## src/hdl/cdd_pkg.sv

```systemverilog
// Package: register map, descriptor layout and states of the crypto DMA
package cdd_pkg;
    localparam logic [7:0] OFS_CONTROL = 8'h00;
    localparam logic [7:0] OFS_CUR_ADDR = 8'h04;
    localparam logic [7:0] OFS_BASE_ADDR = 8'h08;
    localparam logic [7:0] OFS_STATUS = 8'h0C;
    localparam logic [7:0] OFS_IRQ_SOURCE = 8'h10;
    localparam logic [7:0] OFS_IRQ_ENABLE = 8'h14;
    localparam logic [7:0] OFS_POLL_INTERVAL = 8'h18;
    localparam logic [7:0] OFS_HEADER_SKIP = 8'h1C;
    localparam logic [7:0] OFS_TRAILER_SKIP = 8'h20;
    localparam logic [7:0] OFS_IRQ_CLEAR = 8'h24;
    // Control register fields
    localparam int CTL_DMA_EN = 0;
    localparam int CTL_POLL_EN = 1;
    localparam int CTL_FETCH_EN = 2;
    localparam int CTL_RX_MODE = 3;
    // Interrupt source / enable fields
    localparam int IRQ_PEND = 0;
    localparam int IRQ_DESC = 1;
    localparam int IRQ_PKT = 2;
    localparam int IRQ_AERR = 3;
    // Descriptor control word fields
    localparam int DC_OWNED = 31;
    localparam int DC_MODE_HI = 29;
    localparam int DC_MODE_LO = 27;
    localparam int DC_ASSOC_FETCH = 22;
    localparam int DC_CHAIN_END = 19;
    localparam int DC_FRAME_END = 18;
    localparam int DC_PKT_IRQ = 17;
    localparam int DC_EACH_IRQ = 16;
    // Descriptor word indices
    localparam logic [2:0] DW_CONTROL = 3'h0;
    localparam logic [2:0] DW_ASSOC = 3'h1;
    localparam logic [2:0] DW_SOURCE = 3'h2;
    localparam logic [2:0] DW_DEST = 3'h3;
    localparam logic [2:0] DW_NEXT = 3'h4;
    localparam logic [2:0] DW_RESULT = 3'h5;
    localparam logic [2:0] DW_MSGLEN = 3'h6;
    localparam logic [2:0] DW_CIPHER_OFS = 3'h7;
    localparam int DESC_WORDS = 8;
    localparam logic [31:0] RESET_WORD = 32'h0000_0000;
    typedef enum logic [2:0] {
        MODE_NORMAL = 3'h0,
        MODE_PREBOOT_AUTH = 3'h1,
        MODE_KEY_ENC_KEY = 3'h2,
        MODE_CONTENT_ENC_KEY = 3'h3,
        MODE_RESERVED = 3'h4
    } cdd_mode_t;
    typedef enum logic [3:0] {
        ST_IDLE = 4'h0,
        ST_FETCH = 4'h1,
        ST_ASSOC = 4'h3,
        ST_READ = 4'h2,
        ST_WRITE = 4'h6,
        ST_BACK = 4'h7,
        ST_DONE = 4'h5,
        ST_POLL = 4'h4,
        ST_STOP = 4'hC
    } cdd_state_t;
endpackage

```

## src/hdl/cdd_dma.sv

```systemverilog
// Crypto descriptor DMA front end: APB registers and descriptor walker
// Function
// - Source bit 0 reads as OR of all engine interrupt flags.
// - Bit 3 sets when a memory access returns an error response.
// - Bit 2 sets when a whole packet is finished.
// - Bit 1 sets once the latest descriptor has been processed.
// - Enable bits 3..1 are read-write and reset to zero.
// - Enable bit 0 is a master gate over all interrupts.
// - Disabled descriptor: wait poll count cycles, then refetch control.
// - Skip header length locations before writing packet data.
// - Skip trailer length locations after packet end before next.
// - Bit 31 ownership; hardware clears it after processing.
// - Control bits 29-27 decode crypto mode; 100-111 reserved.
// - Bit 22 set fetches association via pointer, else keep current.
// - Chain end bit 19: reload current address from base.
// - Receive writes bit 18 multi-descriptor flag; transmit marks frame end.
// - Bit 17 raises interrupt after descriptor only at packet end.
// - Bit 16 raises interrupt after every processed descriptor.
// - Bits 15-0 buffer length; receive overwrites with bytes filled.
// - Descriptor is eight words in fixed order.
// - Second word is the security association pointer.
// - Fetching starts from the programmed base address.
// - Poll enable keeps polling until owned; clear means no polling.
`timescale 1ns/1ps
module cdd_dma #(
    parameter int POLL_W = 16
) (
    input wire logic pclk,
    input wire logic presetn,
    input wire logic psel,
    input wire logic penable,
    input wire logic pwrite,
    input wire logic [31:0] paddr,
    input wire logic [31:0] pwdata,
    output logic [31:0] prdata,
    output logic pready,
    output logic pslverr,
    output logic mem_req,
    output logic mem_write,
    output logic [31:0] mem_addr,
    output logic [31:0] mem_wdata,
    input wire logic mem_ack,
    input wire logic mem_err,
    input wire logic [31:0] mem_rdata,
    output logic [31:0] assoc_addr,
    output cdd_pkg::cdd_mode_t crypto_operation_mode,
    output logic irq
);
    import cdd_pkg::*;

    if (POLL_W < 1 || POLL_W > 16) begin : g_bad_poll
        $error("POLL_W must lie in 1..16");
    end

    function automatic cdd_mode_t decode_mode(input logic [2:0] code);
        case (code)
            3'h0: decode_mode = MODE_NORMAL;
            3'h1: decode_mode = MODE_PREBOOT_AUTH;
            3'h2: decode_mode = MODE_KEY_ENC_KEY;
            3'h3: decode_mode = MODE_CONTENT_ENC_KEY;
            default: decode_mode = MODE_RESERVED;
        endcase
    endfunction

    ////////////////////////////////////////////////////////////////////////
    logic [3:0] control_q;
    logic [31:0] base_q;
    logic [31:0] cur_q;
    logic [3:1] flags_q;
    logic [3:0] irq_en_q;
    logic [POLL_W-1:0] poll_wait_cycles_q;
    logic [7:0] header_skip_len_q;
    logic [7:0] trailer_skip_len_q;
    logic [31:0] desc_q [DESC_WORDS];
    cdd_state_t state_q;
    logic [2:0] widx_q;
    logic [POLL_W-1:0] poll_cnt_q;
    logic [15:0] words_left_q;
    logic [15:0] bytes_done_q;
    logic [31:0] src_q;
    logic [31:0] dst_q;
    logic [31:0] data_q;
    logic [31:0] assoc_q;
    logic in_packet_q;
    logic multi_q;
    logic [7:0] gap_q;
    logic wr_en;
    logic rd_ok;
    logic [31:0] wb_word;
    logic desc_finish;
    logic pkt_end;
    logic err_hit;
    logic [3:1] set_flags;
    logic [3:1] clr_flags;
    logic pending;

    assign wr_en = psel && penable && pwrite;
    assign pkt_end = desc_q[DW_CONTROL][DC_FRAME_END];
    assign desc_finish = state_q == ST_DONE;
    assign err_hit = mem_req && mem_ack && mem_err;

    ////////////////////////////////////////////////////////////////////////
    // Registers written by software
    always_ff @(posedge pclk or negedge presetn) begin
        if (!presetn) begin
            control_q <= '0;
            base_q <= RESET_WORD;
            irq_en_q <= '0;
            poll_wait_cycles_q <= '0;
            header_skip_len_q <= '0;
            trailer_skip_len_q <= '0;
        end else if (wr_en) begin
            case (paddr[7:0])
                OFS_CONTROL: control_q <= pwdata[3:0];
                OFS_BASE_ADDR: base_q <= pwdata;
                OFS_IRQ_ENABLE: irq_en_q <= pwdata[3:0];
                OFS_POLL_INTERVAL: poll_wait_cycles_q <= pwdata[POLL_W-1:0];
                OFS_HEADER_SKIP: header_skip_len_q <= pwdata[7:0];
                OFS_TRAILER_SKIP: trailer_skip_len_q <= pwdata[7:0];
                default: control_q <= control_q;
            endcase
        end
    end

    // Sticky flags; a set in the clearing cycle wins
    always_comb begin
        set_flags = '0;
        set_flags[IRQ_AERR] = err_hit;
        set_flags[IRQ_PKT] = desc_finish && pkt_end;
        set_flags[IRQ_DESC] = desc_finish
            && (desc_q[DW_CONTROL][DC_EACH_IRQ]
            || (desc_q[DW_CONTROL][DC_PKT_IRQ] && pkt_end));
    end
    assign clr_flags = (wr_en && paddr[7:0] == OFS_IRQ_CLEAR)
        ? pwdata[3:1] : 3'h0;

    always_ff @(posedge pclk or negedge presetn) begin
        if (!presetn) begin
            flags_q <= '0;
        end else begin
            flags_q <= (flags_q & ~clr_flags) | set_flags;
        end
    end

    assign pending = |flags_q;
    assign irq = irq_en_q[IRQ_PEND] && |(flags_q & irq_en_q[3:1]);

    ////////////////////////////////////////////////////////////////////////
    // APB read side, zero wait states
    assign pready = 1'b1;
    always_comb begin
        rd_ok = 1'b1;
        prdata = '0;
        case (paddr[7:0])
            OFS_CONTROL: prdata[3:0] = control_q;
            OFS_CUR_ADDR: prdata = cur_q;
            OFS_BASE_ADDR: prdata = base_q;
            OFS_STATUS: prdata = {8'h00, 2'b00, state_q, 1'b0,
                state_q != ST_IDLE, desc_q[DW_CONTROL][15:0]};
            OFS_IRQ_SOURCE: prdata[3:0] = {flags_q, pending};
            OFS_IRQ_ENABLE: prdata[3:0] = irq_en_q;
            OFS_POLL_INTERVAL: prdata[POLL_W-1:0] = poll_wait_cycles_q;
            OFS_HEADER_SKIP: prdata[7:0] = header_skip_len_q;
            OFS_TRAILER_SKIP: prdata[7:0] = trailer_skip_len_q;
            OFS_IRQ_CLEAR: prdata = '0;
            default: rd_ok = 1'b0;
        endcase
    end
    assign pslverr = psel && penable && (!rd_ok || paddr[1:0] != 2'b00);

    ////////////////////////////////////////////////////////////////////////
    // Memory master; request held until acknowledged
    always_comb begin
        mem_req = 1'b0;
        mem_write = 1'b0;
        mem_addr = cur_q + {27'h0, widx_q, 2'b00};
        mem_wdata = data_q;
        case (state_q)
            ST_FETCH: mem_req = 1'b1;
            ST_ASSOC: begin
                mem_req = 1'b1;
                mem_addr = desc_q[DW_ASSOC];
            end
            ST_READ: begin
                mem_req = 1'b1;
                mem_addr = src_q;
            end
            ST_WRITE: begin
                mem_req = 1'b1;
                mem_write = 1'b1;
                mem_addr = dst_q;
            end
            ST_BACK: begin
                mem_req = 1'b1;
                mem_write = 1'b1;
                mem_addr = cur_q;
                mem_wdata = wb_word;
            end
            default: mem_req = 1'b0;
        endcase
    end

    // Ownership handed back; length and frame bit updated in receive mode only
    always_comb begin
        wb_word = desc_q[DW_CONTROL];
        wb_word[DC_OWNED] = 1'b0;
        if (control_q[CTL_RX_MODE]) begin
            wb_word[DC_FRAME_END] = multi_q;
            wb_word[15:0] = bytes_done_q;
        end
    end

    ////////////////////////////////////////////////////////////////////////
    // Descriptor processor
    always_ff @(posedge pclk or negedge presetn) begin
        if (!presetn) begin
            state_q <= ST_IDLE;
            cur_q <= RESET_WORD;
            widx_q <= '0;
            poll_cnt_q <= '0;
            words_left_q <= '0;
            bytes_done_q <= '0;
            src_q <= RESET_WORD;
            dst_q <= RESET_WORD;
            data_q <= RESET_WORD;
            in_packet_q <= 1'b0;
            multi_q <= 1'b0;
            gap_q <= '0;
        end else if (!control_q[CTL_DMA_EN]) begin
            // Disabling drops any transfer; descriptor memory is left as is
            state_q <= ST_IDLE;
            in_packet_q <= 1'b0;
            gap_q <= '0;
        end else if (err_hit) begin
            state_q <= ST_STOP;
        end else begin
            case (state_q)
                ST_IDLE: begin
                    if (control_q[CTL_FETCH_EN]) begin
                        cur_q <= base_q;
                        widx_q <= DW_CONTROL;
                        state_q <= ST_FETCH;
                    end
                end
                ST_FETCH: begin
                    if (mem_ack) begin
                        widx_q <= widx_q + 3'h1;
                        if (widx_q == DW_CONTROL
                                && !mem_rdata[DC_OWNED]) begin
                            widx_q <= DW_CONTROL;
                            poll_cnt_q <= poll_wait_cycles_q;
                            state_q <= control_q[CTL_POLL_EN]
                                ? ST_POLL : ST_STOP;
                        end else if (widx_q == DW_CIPHER_OFS) begin
                            src_q <= desc_q[DW_SOURCE];
                            dst_q <= desc_q[DW_DEST]
                                + (in_packet_q ? 32'h0
                                : {21'h0, 9'(gap_q) + 9'(header_skip_len_q),
                                2'b00});
                            words_left_q <= 16'(({1'b0,
                                desc_q[DW_CONTROL][15:0]} + 17'h3) >> 2);
                            bytes_done_q <= '0;
                            multi_q <= in_packet_q || !pkt_end;
                            state_q <= desc_q[DW_CONTROL][DC_ASSOC_FETCH]
                                ? ST_ASSOC : ST_READ;
                        end
                    end
                end
                ST_POLL: begin
                    if (poll_cnt_q == '0) begin
                        state_q <= ST_FETCH;
                    end else begin
                        poll_cnt_q <= poll_cnt_q - 1'b1;
                    end
                end
                ST_ASSOC: begin
                    if (mem_ack) begin
                        state_q <= ST_READ;
                    end
                end
                ST_READ: begin
                    if (words_left_q == '0) begin
                        state_q <= ST_BACK;
                    end else if (mem_ack) begin
                        data_q <= mem_rdata;
                        src_q <= src_q + 32'h4;
                        state_q <= ST_WRITE;
                    end
                end
                ST_WRITE: begin
                    if (mem_ack) begin
                        dst_q <= dst_q + 32'h4;
                        words_left_q <= words_left_q - 16'h1;
                        bytes_done_q <= (words_left_q == 16'h1)
                            ? desc_q[DW_CONTROL][15:0]
                            : bytes_done_q + 16'h4;
                        state_q <= ST_READ;
                    end
                end
                ST_BACK: begin
                    if (mem_ack) begin
                        state_q <= ST_DONE;
                    end
                end
                ST_DONE: begin
                    in_packet_q <= !pkt_end;
                    gap_q <= pkt_end ? trailer_skip_len_q : 8'h00;
                    cur_q <= desc_q[DW_CONTROL][DC_CHAIN_END]
                        ? base_q : desc_q[DW_NEXT];
                    widx_q <= DW_CONTROL;
                    state_q <= control_q[CTL_FETCH_EN] ? ST_FETCH : ST_IDLE;
                end
                ST_STOP: begin
                    // Parked until software drops fetch enable
                    if (!control_q[CTL_FETCH_EN]) begin
                        state_q <= ST_IDLE;
                    end
                end
                default: state_q <= ST_IDLE;
            endcase
        end
    end

    // Captured descriptor words
    always_ff @(posedge pclk or negedge presetn) begin
        if (!presetn) begin
            for (int i = 0; i < DESC_WORDS; i++) begin
                desc_q[i] <= RESET_WORD;
            end
        end else if (state_q == ST_FETCH && mem_ack && !mem_err) begin
            desc_q[widx_q] <= mem_rdata;
        end
    end

    // Association in use; kept when the descriptor asks for no fetch
    always_ff @(posedge pclk or negedge presetn) begin
        if (!presetn) begin
            assoc_q <= RESET_WORD;
        end else if (state_q == ST_ASSOC && mem_ack && !mem_err) begin
            assoc_q <= desc_q[DW_ASSOC];
        end
    end
    assign assoc_addr = assoc_q;
    assign crypto_operation_mode =
        decode_mode(desc_q[DW_CONTROL][DC_MODE_HI:DC_MODE_LO]);
endmodule // cdd_dma

```

## config.mk

```make
export PLATFORM = sky130hd
export DESIGN_NAME = cdd_dma
export DESIGN_NICKNAME = d
export VERILOG_FILES = /design/src/hdl/cdd_pkg.sv /design/src/hdl/cdd_dma.sv
export SDC_FILE = /design/constraint.sdc
export NUM_CORES = 1
export LEC_CHECK = 0
export ABC_AREA = 0
export BUFFER_PORTS_ARGS = -buffer_cell sky130_fd_sc_hd__buf_4
export CORE_ASPECT_RATIO = 0.9
export CORE_MARGIN = 3
export CORE_UTILIZATION = 49
export CTS_CLUSTER_SIZE = 8
export DETAILED_ROUTE_END_ITERATION = 10
export PLACE_DENSITY = 0.67
export SETUP_SLACK_MARGIN = 0.5
export SKIP_CTS_REPAIR_TIMING = 1
export SYNTH_ARGS = -nofsm -noshare
export SYNTH_HDL_FRONTEND = slang
export SYNTH_SLANG_ARGS = --single-unit
```

## constraint.sdc

```tcl
create_clock -name pclk -period 4.5 [get_ports pclk]
set_clock_uncertainty 0.05 [all_clocks]
set_input_delay 0.9 -clock pclk [delete_from_list [all_inputs] [get_ports pclk]]
set_output_delay 0.9 -clock pclk [all_outputs]
set_load 0.05 [all_outputs]
```

# Word-level counts from Yosys, hierarchy flattened
# Cells that the tools add are included.
[word_totals]
regBits = 556
input_bits = 103
output_inout_bits = 136
word_cells = 219
[op_classes]
n_addsub = 10
magnitude_cmp = 2
eq_ne = 41
n_mux = 73
bitwise = 8
n_reduce_logical = 57
[ops]
columns = ["cell", "count"]
rows = [
  ["2-to-1 mux 32 bit", 13],
  ["bitwise mux 256 bit", 1],
  ["2-to-1 mux 16 bit", 13],
  ["case mux 32 bit (2 select lines)", 3],
  ["case mux 32 bit (4 select lines)", 1],
  ["demux 32 bit (select 3 bit)", 1],
  ["case mux 16 bit (2 select lines)", 3],
  ["adder 32 x 3 -> 32 bit, second input constant", 2],
  ["2-to-1 mux 4 bit", 13],
  ["case mux 16 bit (3 select lines)", 1],
  ["case mux 4 bit (9 select lines)", 1],
  ["adder 32 x 11 -> 32 bit", 1],
  ["adder 32 x 5 -> 32 bit", 1],
  ["equality test 8 x 5 -> 1 bit, second input constant", 4],
  ["zero test 16 bit", 2],
  ["2-to-1 mux 8 bit", 4],
  ["case mux 4 bit (8 select lines)", 1],
  ["case mux 8 bit (4 select lines)", 1],
  ["subtractor 16 x 1 -> 16 bit, second input constant", 2],
  ["case mux 4 bit (6 select lines)", 1],
  ["inequality test 2 bit, second input constant", 10],
  ["inequality test 4 bit, second input constant", 5],
  ["adder 16 x 2 -> 17 bit, second input constant", 1],
  ["adder 16 x 3 -> 16 bit, second input constant", 1],
  ["other kinds (47)", 105],
]

# Longest topological paths before layout
[depth]
ltp_word = 7
depth_mapped = 17
ltp_nobuf = 16

# Least setup slack after synthesis
# Ideal clock, no wire load.
[synth_path]
kind = "input-to-output"
startpoint = "input port paddr[7]"
endpoint = "output port prdata[1]"
t_arrival_ns = 3.633
required_ns = 3.550
path_slack_ns = -0.083
stages = 4
cell_sequence = "or2_1 -> buf_2 -> or3b_2 -> o311ai_0"
[synth_between]
elab_chain_cells = 2
word_cells_on_any_way = 10
[synth_rtl]
columns = ["element", "line", "text"]
rows = [
  ["start: declaration", "cdd_dma.sv:33", "input wire logic [31:0] paddr,"],
  ["equality test 8 x 6 -> 1 bit (tied with other cells)", "cdd_dma.sv:154", "case (paddr[7:0])"],
  ["case mux 4 bit (9 select lines) *", "cdd_dma.sv:154", ""],
  ["end: declaration", "cdd_dma.sv:35", "output logic [31:0] prdata,"],
]
# Every way passes the cells marked *; elsewhere a longest branch is shown, timed or not.

# Final worst setup path
[layout_path]
startpoint = "register widx_q[0]"
endpoint = "output port mem_addr[8]"
[layout_between]
elab_chain_cells = 2
[layout_rtl]
columns = ["element", "line", "text"]
rows = [
  ["start: declaration", "cdd_dma.sv:76", "logic [2:0] widx_q;"],
  ["start signal: assignment", "cdd_dma.sv:247", "widx_q <= widx_q + 3'h1;"],
  ["adder 32 x 5 -> 32 bit", "cdd_dma.sv:176", "mem_addr = cur_q + {27'h0, widx_q, 2'b00};"],
  ["case mux 32 bit (4 select lines)", "cdd_dma.sv:178", "case (state_q)"],
  ["end: declaration", "cdd_dma.sv:40", "output logic [31:0] mem_addr,"],
]
# No other way between the ends.

==> load_flow_metrics.sql <==
INSERT INTO impl_metrics (metric_group, metric, value, unit) VALUES
('power_and_ir_drop', 'leakage', '13.1', 'nW'),
('critical_path', 'r2r_end', 'dst_q[26]', ''),
('yosys', 'seq_total_area_yosys', '47.0', '%'),
('yosys', 'synth.distinct_cells', '85', ''),
('timing', 'fin_setup_tns', '0', 'ps'),
('yosys', 'synth.area.mux_share', '16.5', '%'),
('floorplan', 'die_width', '241', 'um'),
('floorplan', 'fp.dieArea', '52600', 'um^2'),
('clock_network', 'cts_made_buffers', '67', ''),
('floorplan', 'floorplan.initialDensity', '50.3', '%'),
('yosys', 'share_of_async_settable_or_async_resettable_flops_after_synthesis', '100', '%'),
('yosys', 'postSynthNetCount', '2521', ''),
('cells_and_area', 'layout.core_utilization', '59.5', '%'),
('clock_network', 'cts-root-buf', 'sky130_fd_sc_hd__clkbuf_16', ''),
('timing', 'timing_worst_slew_pin_value', '1170', 'ps'),
('yosys', 'ys_warn_count', '0', ''),
('global_routing', 'grt_first_pass_wirelength', '126000', 'um'),
('critical_path', 'reg2regPathDepth', '17', ''),
('min_path', 'min-delay-path-class', 'in -> async', ''),
('drt', 'detail-route-antenna-nets', '0', ''),
('critical_path', 'arrival', '3130', 'ps'),
('place', 'placed_area', '26900', 'um^2'),
('clock_network', 'clk_transition_reported_paths', '50', 'ps'),
('place', 'detailedPlacementHpwl', '60000', 'um'),
('clock_network', 'numClockSinks', '459', ''),
('run_status', 'run_status', 'finished, final reports clean', ''),
('yosys', 'post_synth_xor_area_fraction', '2.55', '%'),
('floorplan', 'placementRows', '76', ''),
('power_and_ir_drop', 'irDropWorstVdd', '0.298', 'mV'),
('timing', 'rsz0062_at_grt', 'true', ''),
('drt', 'route.vias.total', '21100', ''),
('drt', 'drt_iter0_markers', '2445', ''),
('clock_network', 'maximum_level_of_the_cts_h_tree', '3', ''),
('drt', 'drc', '0', ''),
('critical_path', 'timing_worst_setup_path_type', 'reg -> out', ''),
('cells_and_area', 'areaGrowthSynthToFinish', '18.4', '%'),
('yosys', 'netlist_area', '24400', 'um^2'),
('yosys', 'syn_avg_cell_area', '10.2', 'um^2'),
('floorplan', 'floorplan.core_area', '48600', 'um^2'),
('critical_path', 'critical_path_cell_by_cell', 'ha_4 -> inv_2 -> fa_2 -> nor2b_2 -> o21a_1 -> buf_6 -> nand3_2 -> xor2_1 -> o211ai_1 -> buf_4', ''),
('global_routing', 'antenna_found_initial', '9', ''),
('cells_and_area', 'nNetsFinal', '2723', ''),
('yosys', 'synth_compound_area_share', '14.8', '%'),
('global_routing', 'grt_overflow_total', '0', ''),
('clock_network', 'ctsLongestPathBuffers', '3', ''),
('critical_path', 'crit-reg2reg-launch', 'header_skip_len_q[0]', ''),
('cells_and_area', 'final-seq-area', '11500', 'um^2'),
('critical_path', 'critPathMaxStageDelay', '480', 'ps'),
('timing', 'timing_hold_violations_final', '0', ''),
('timing', 'max_slew_margin', '22.3', '%'),
('clock_network', 'clock_tree_from_tritoncts', 'built', ''),
('global_routing', 'first_global_vias', '20300', ''),
('cells_and_area', 'finalInstanceArea', '28900', 'um^2'),
('yosys', 'synth_top_cell_area_share', '47.0', '%'),
('global_routing', 'grt_usage', '31.7', '%'),
('yosys', 'ys_top_cells_by_area', 'sky130_fd_sc_hd__dfrtp_1 47%, sky130_fd_sc_hd__mux2_2 14%, sky130_fd_sc_hd__nand2_1 3.7%, sky130_fd_sc_hd__a21oi_1 3.6%, sky130_fd_sc_hd__mux2i_1 2.8%', ''),
('job', 'max_cap_viol_count', '0', ''),
('critical_path', 'reg2reg_slack', '690', 'ps'),
('yosys', 'synth-seq-cells', '459', ''),
('place', 'finalWeightedCongestion', '0.948', ''),
('timing', 'post-route-period-util', '90.7', '%'),
('drt', 'wirelength', '84300', 'um'),
('timing', 'finalSetupViolations', '0', ''),
('cells_and_area', 'share_of_layout_cells_above_drive_strength_1', '27.9', '%'),
('global_routing', 'largest_net_degree_at_the_start_of_global_routing', '105', ''),
('yosys', 'synth_flop_cell', 'sky130_fd_sc_hd__dfrtp_1', ''),
('timing', 'max_freq', '245', 'MHz'),
('critical_path', 'critical_path.max_fanout', '6', ''),
('cells_and_area', 'multi_input_gate_area_in_the_final_layout', '12400', 'um^2'),
('yosys', 'synthCells', '2386', ''),
('timing', 'period_needed', '4080', 'ps');
-- cell usage in the layout, fill, tap and decap left out, drive strengths merged, types with 22 or more instances in the layout --
cell type  count
o21ai        141
o22ai         22
dfrtp        459
a21oi        177
nand2        239
nor2         132
xnor2         39
mux2i         69
clkbuf        70
buf          282
nor3          51
a22o          28
ha            29
mux2         296
and3          26
xor2          32
a22oi         50
nand4         30
inv           44
nor4          25
nand3         84
-- area by class of cell --
class,instances,area share [%]
antenna,5,0.0433
sequential,459,39.8
clock buffer,69,5.82
clock inverter,4,0.108
inverter,41,0.532
timing repair buffer,283,7.81
multi-input combinational,1736,43.0
tap,663,2.87
-- synthesized netlist by cell type (6+ instances only) --
| library cell | number |
|---|---|
| sky130_fd_sc_hd__nand4_1 | 30 |
| sky130_fd_sc_hd__o21ai_0 | 135 |
| sky130_fd_sc_hd__and4_1 | 16 |
| sky130_fd_sc_hd__nor4_1 | 23 |
| sky130_fd_sc_hd__and2_1 | 9 |
| sky130_fd_sc_hd__o21a_1 | 6 |
| sky130_fd_sc_hd__nor3_1 | 48 |
| sky130_fd_sc_hd__mux2i_1 | 69 |
| sky130_fd_sc_hd__o311ai_0 | 6 |
| sky130_fd_sc_hd__nand2b_1 | 10 |
| sky130_fd_sc_hd__o31ai_1 | 8 |
| sky130_fd_sc_hd__buf_4 | 7 |
| sky130_fd_sc_hd__a211oi_1 | 6 |
| sky130_fd_sc_hd__dfrtp_1 | 459 |
| sky130_fd_sc_hd__xor2_1 | 32 |
| sky130_fd_sc_hd__a22oi_1 | 50 |
| sky130_fd_sc_hd__o22ai_1 | 22 |
| sky130_fd_sc_hd__clkbuf_1 | 107 |
| sky130_fd_sc_hd__nand2_1 | 238 |
| sky130_fd_sc_hd__nand3_1 | 84 |
| sky130_fd_sc_hd__o21ai_1 | 6 |
| sky130_fd_sc_hd__mux2_2 | 296 |
| sky130_fd_sc_hd__or3_1 | 18 |
| sky130_fd_sc_hd__a31oi_1 | 11 |
| sky130_fd_sc_hd__o22a_1 | 6 |
| sky130_fd_sc_hd__o2bb2ai_1 | 6 |
| sky130_fd_sc_hd__nor2_1 | 130 |
| sky130_fd_sc_hd__a221oi_1 | 10 |
| sky130_fd_sc_hd__inv_1 | 41 |
| sky130_fd_sc_hd__a222oi_1 | 20 |
| sky130_fd_sc_hd__a22o_1 | 28 |
| sky130_fd_sc_hd__buf_1 | 13 |
| sky130_fd_sc_hd__xnor2_1 | 39 |
| sky130_fd_sc_hd__ha_1 | 29 |
| sky130_fd_sc_hd__buf_2 | 21 |
| sky130_fd_sc_hd__o211ai_1 | 19 |
| sky130_fd_sc_hd__a21oi_1 | 177 |
| sky130_fd_sc_hd__a21o_1 | 9 |
| sky130_fd_sc_hd__nor2b_1 | 13 |
| sky130_fd_sc_hd__nor3b_1 | 16 |
| sky130_fd_sc_hd__and3_1 | 26 |
-- cells by family after synthesis --
| logic type | count (synthesis) |
|---|---|
| and+or+nand+nor | 701 |
| AOI/OAI and AO/OA | 566 |
| DFF | 459 |
| muxes | 365 |
| buffers and inverters | 191 |
| xor gates and xnor gates | 71 |
| adders and majority gates | 32 |
| other | 1 |
-- worst max-delay path by stage --
stage	startpoint	end	slack, ps
2_1_floorplan	widx_q[0]	mem_addr[16]	7
3_3_place_gp	paddr[7]	prdata[21]	510
3_5_place_dp	paddr[7]	prdata[21]	520
4_1_cts	cur_q[2]	mem_addr[16]	20
5_1_grt	widx_q[0]	mem_addr[8]	390
6_report	widx_q[0]	mem_addr[8]	420
-- power by group --
group / internal [mW] / total, mW / leakage, nW / switching, mW
sequential: 4.16 / 4.20 / 6.28 / 0.0449
clock: 2.62 / 4.37 / 0.846 / 1.76
combinational: 0.105 / 0.343 / 5.96 / 0.238
-- metal layers --
| metal | wire, um | vias up | global-route usage, % |
|---|---|---|---|
| li1 | - | 9190 | - |
| met1 | 36500 | 10600 | 47.0 |
| met2 | 36400 | 1126 | 46.0 |
| met3 | 8860 | 157 | 7.80 |
| met4 | 2510 | 6 | 9.44 |
| met5 | 34 | - | 0 |
-- metrics by stage --
step / worst slack [ps] / cells / hold slack [ps] / power [mW]
2_1_floorplan: 6.78 / 2386 / 389 / 4.34
3_3_place_gp: 508 / 3177 / 400 / 4.60
3_5_place_dp: 521 / 3177 / 407 / 4.61
4_1_cts: 24.6 / 3250 / 382 / 8.98
5_1_grt: 394 / 3256 / 379 / 9.18
6_report: 420 / 3260 / 322 / 8.92
-- state kept, by name (all words and copies together), names as in the netlist, 8 cells and up --
| signal | count |
|---|---|
| base_q | 32 |
| bytes_done_q | 16 |
| poll_cnt_q | 16 |
| src_q | 32 |
| poll_wait_cycles_q | 16 |
| assoc_addr | 32 |
| trailer_skip_len_q | 8 |
| gap_q | 8 |
| header_skip_len_q | 8 |
| data_q | 32 |
| desc_q | 159 |
| dst_q | 32 |
| words_left_q | 16 |
| cur_q | 32 |
-- critical path, delay by kind of cell (launching register included) --
| family | cells | cell delay [ps] |
|---|---|---|
| AOI/OAI and AO/OA | 2 | 700 |
| buffers and inverters | 3 | 500 |
| DFF | 1 | 410 |
| xor gates and xnor gates | 1 | 140 |
| and+or+nand+nor | 2 | 230 |
| adders and majority gates | 2 | 560 |
Power figures use the tool's default switching activity.
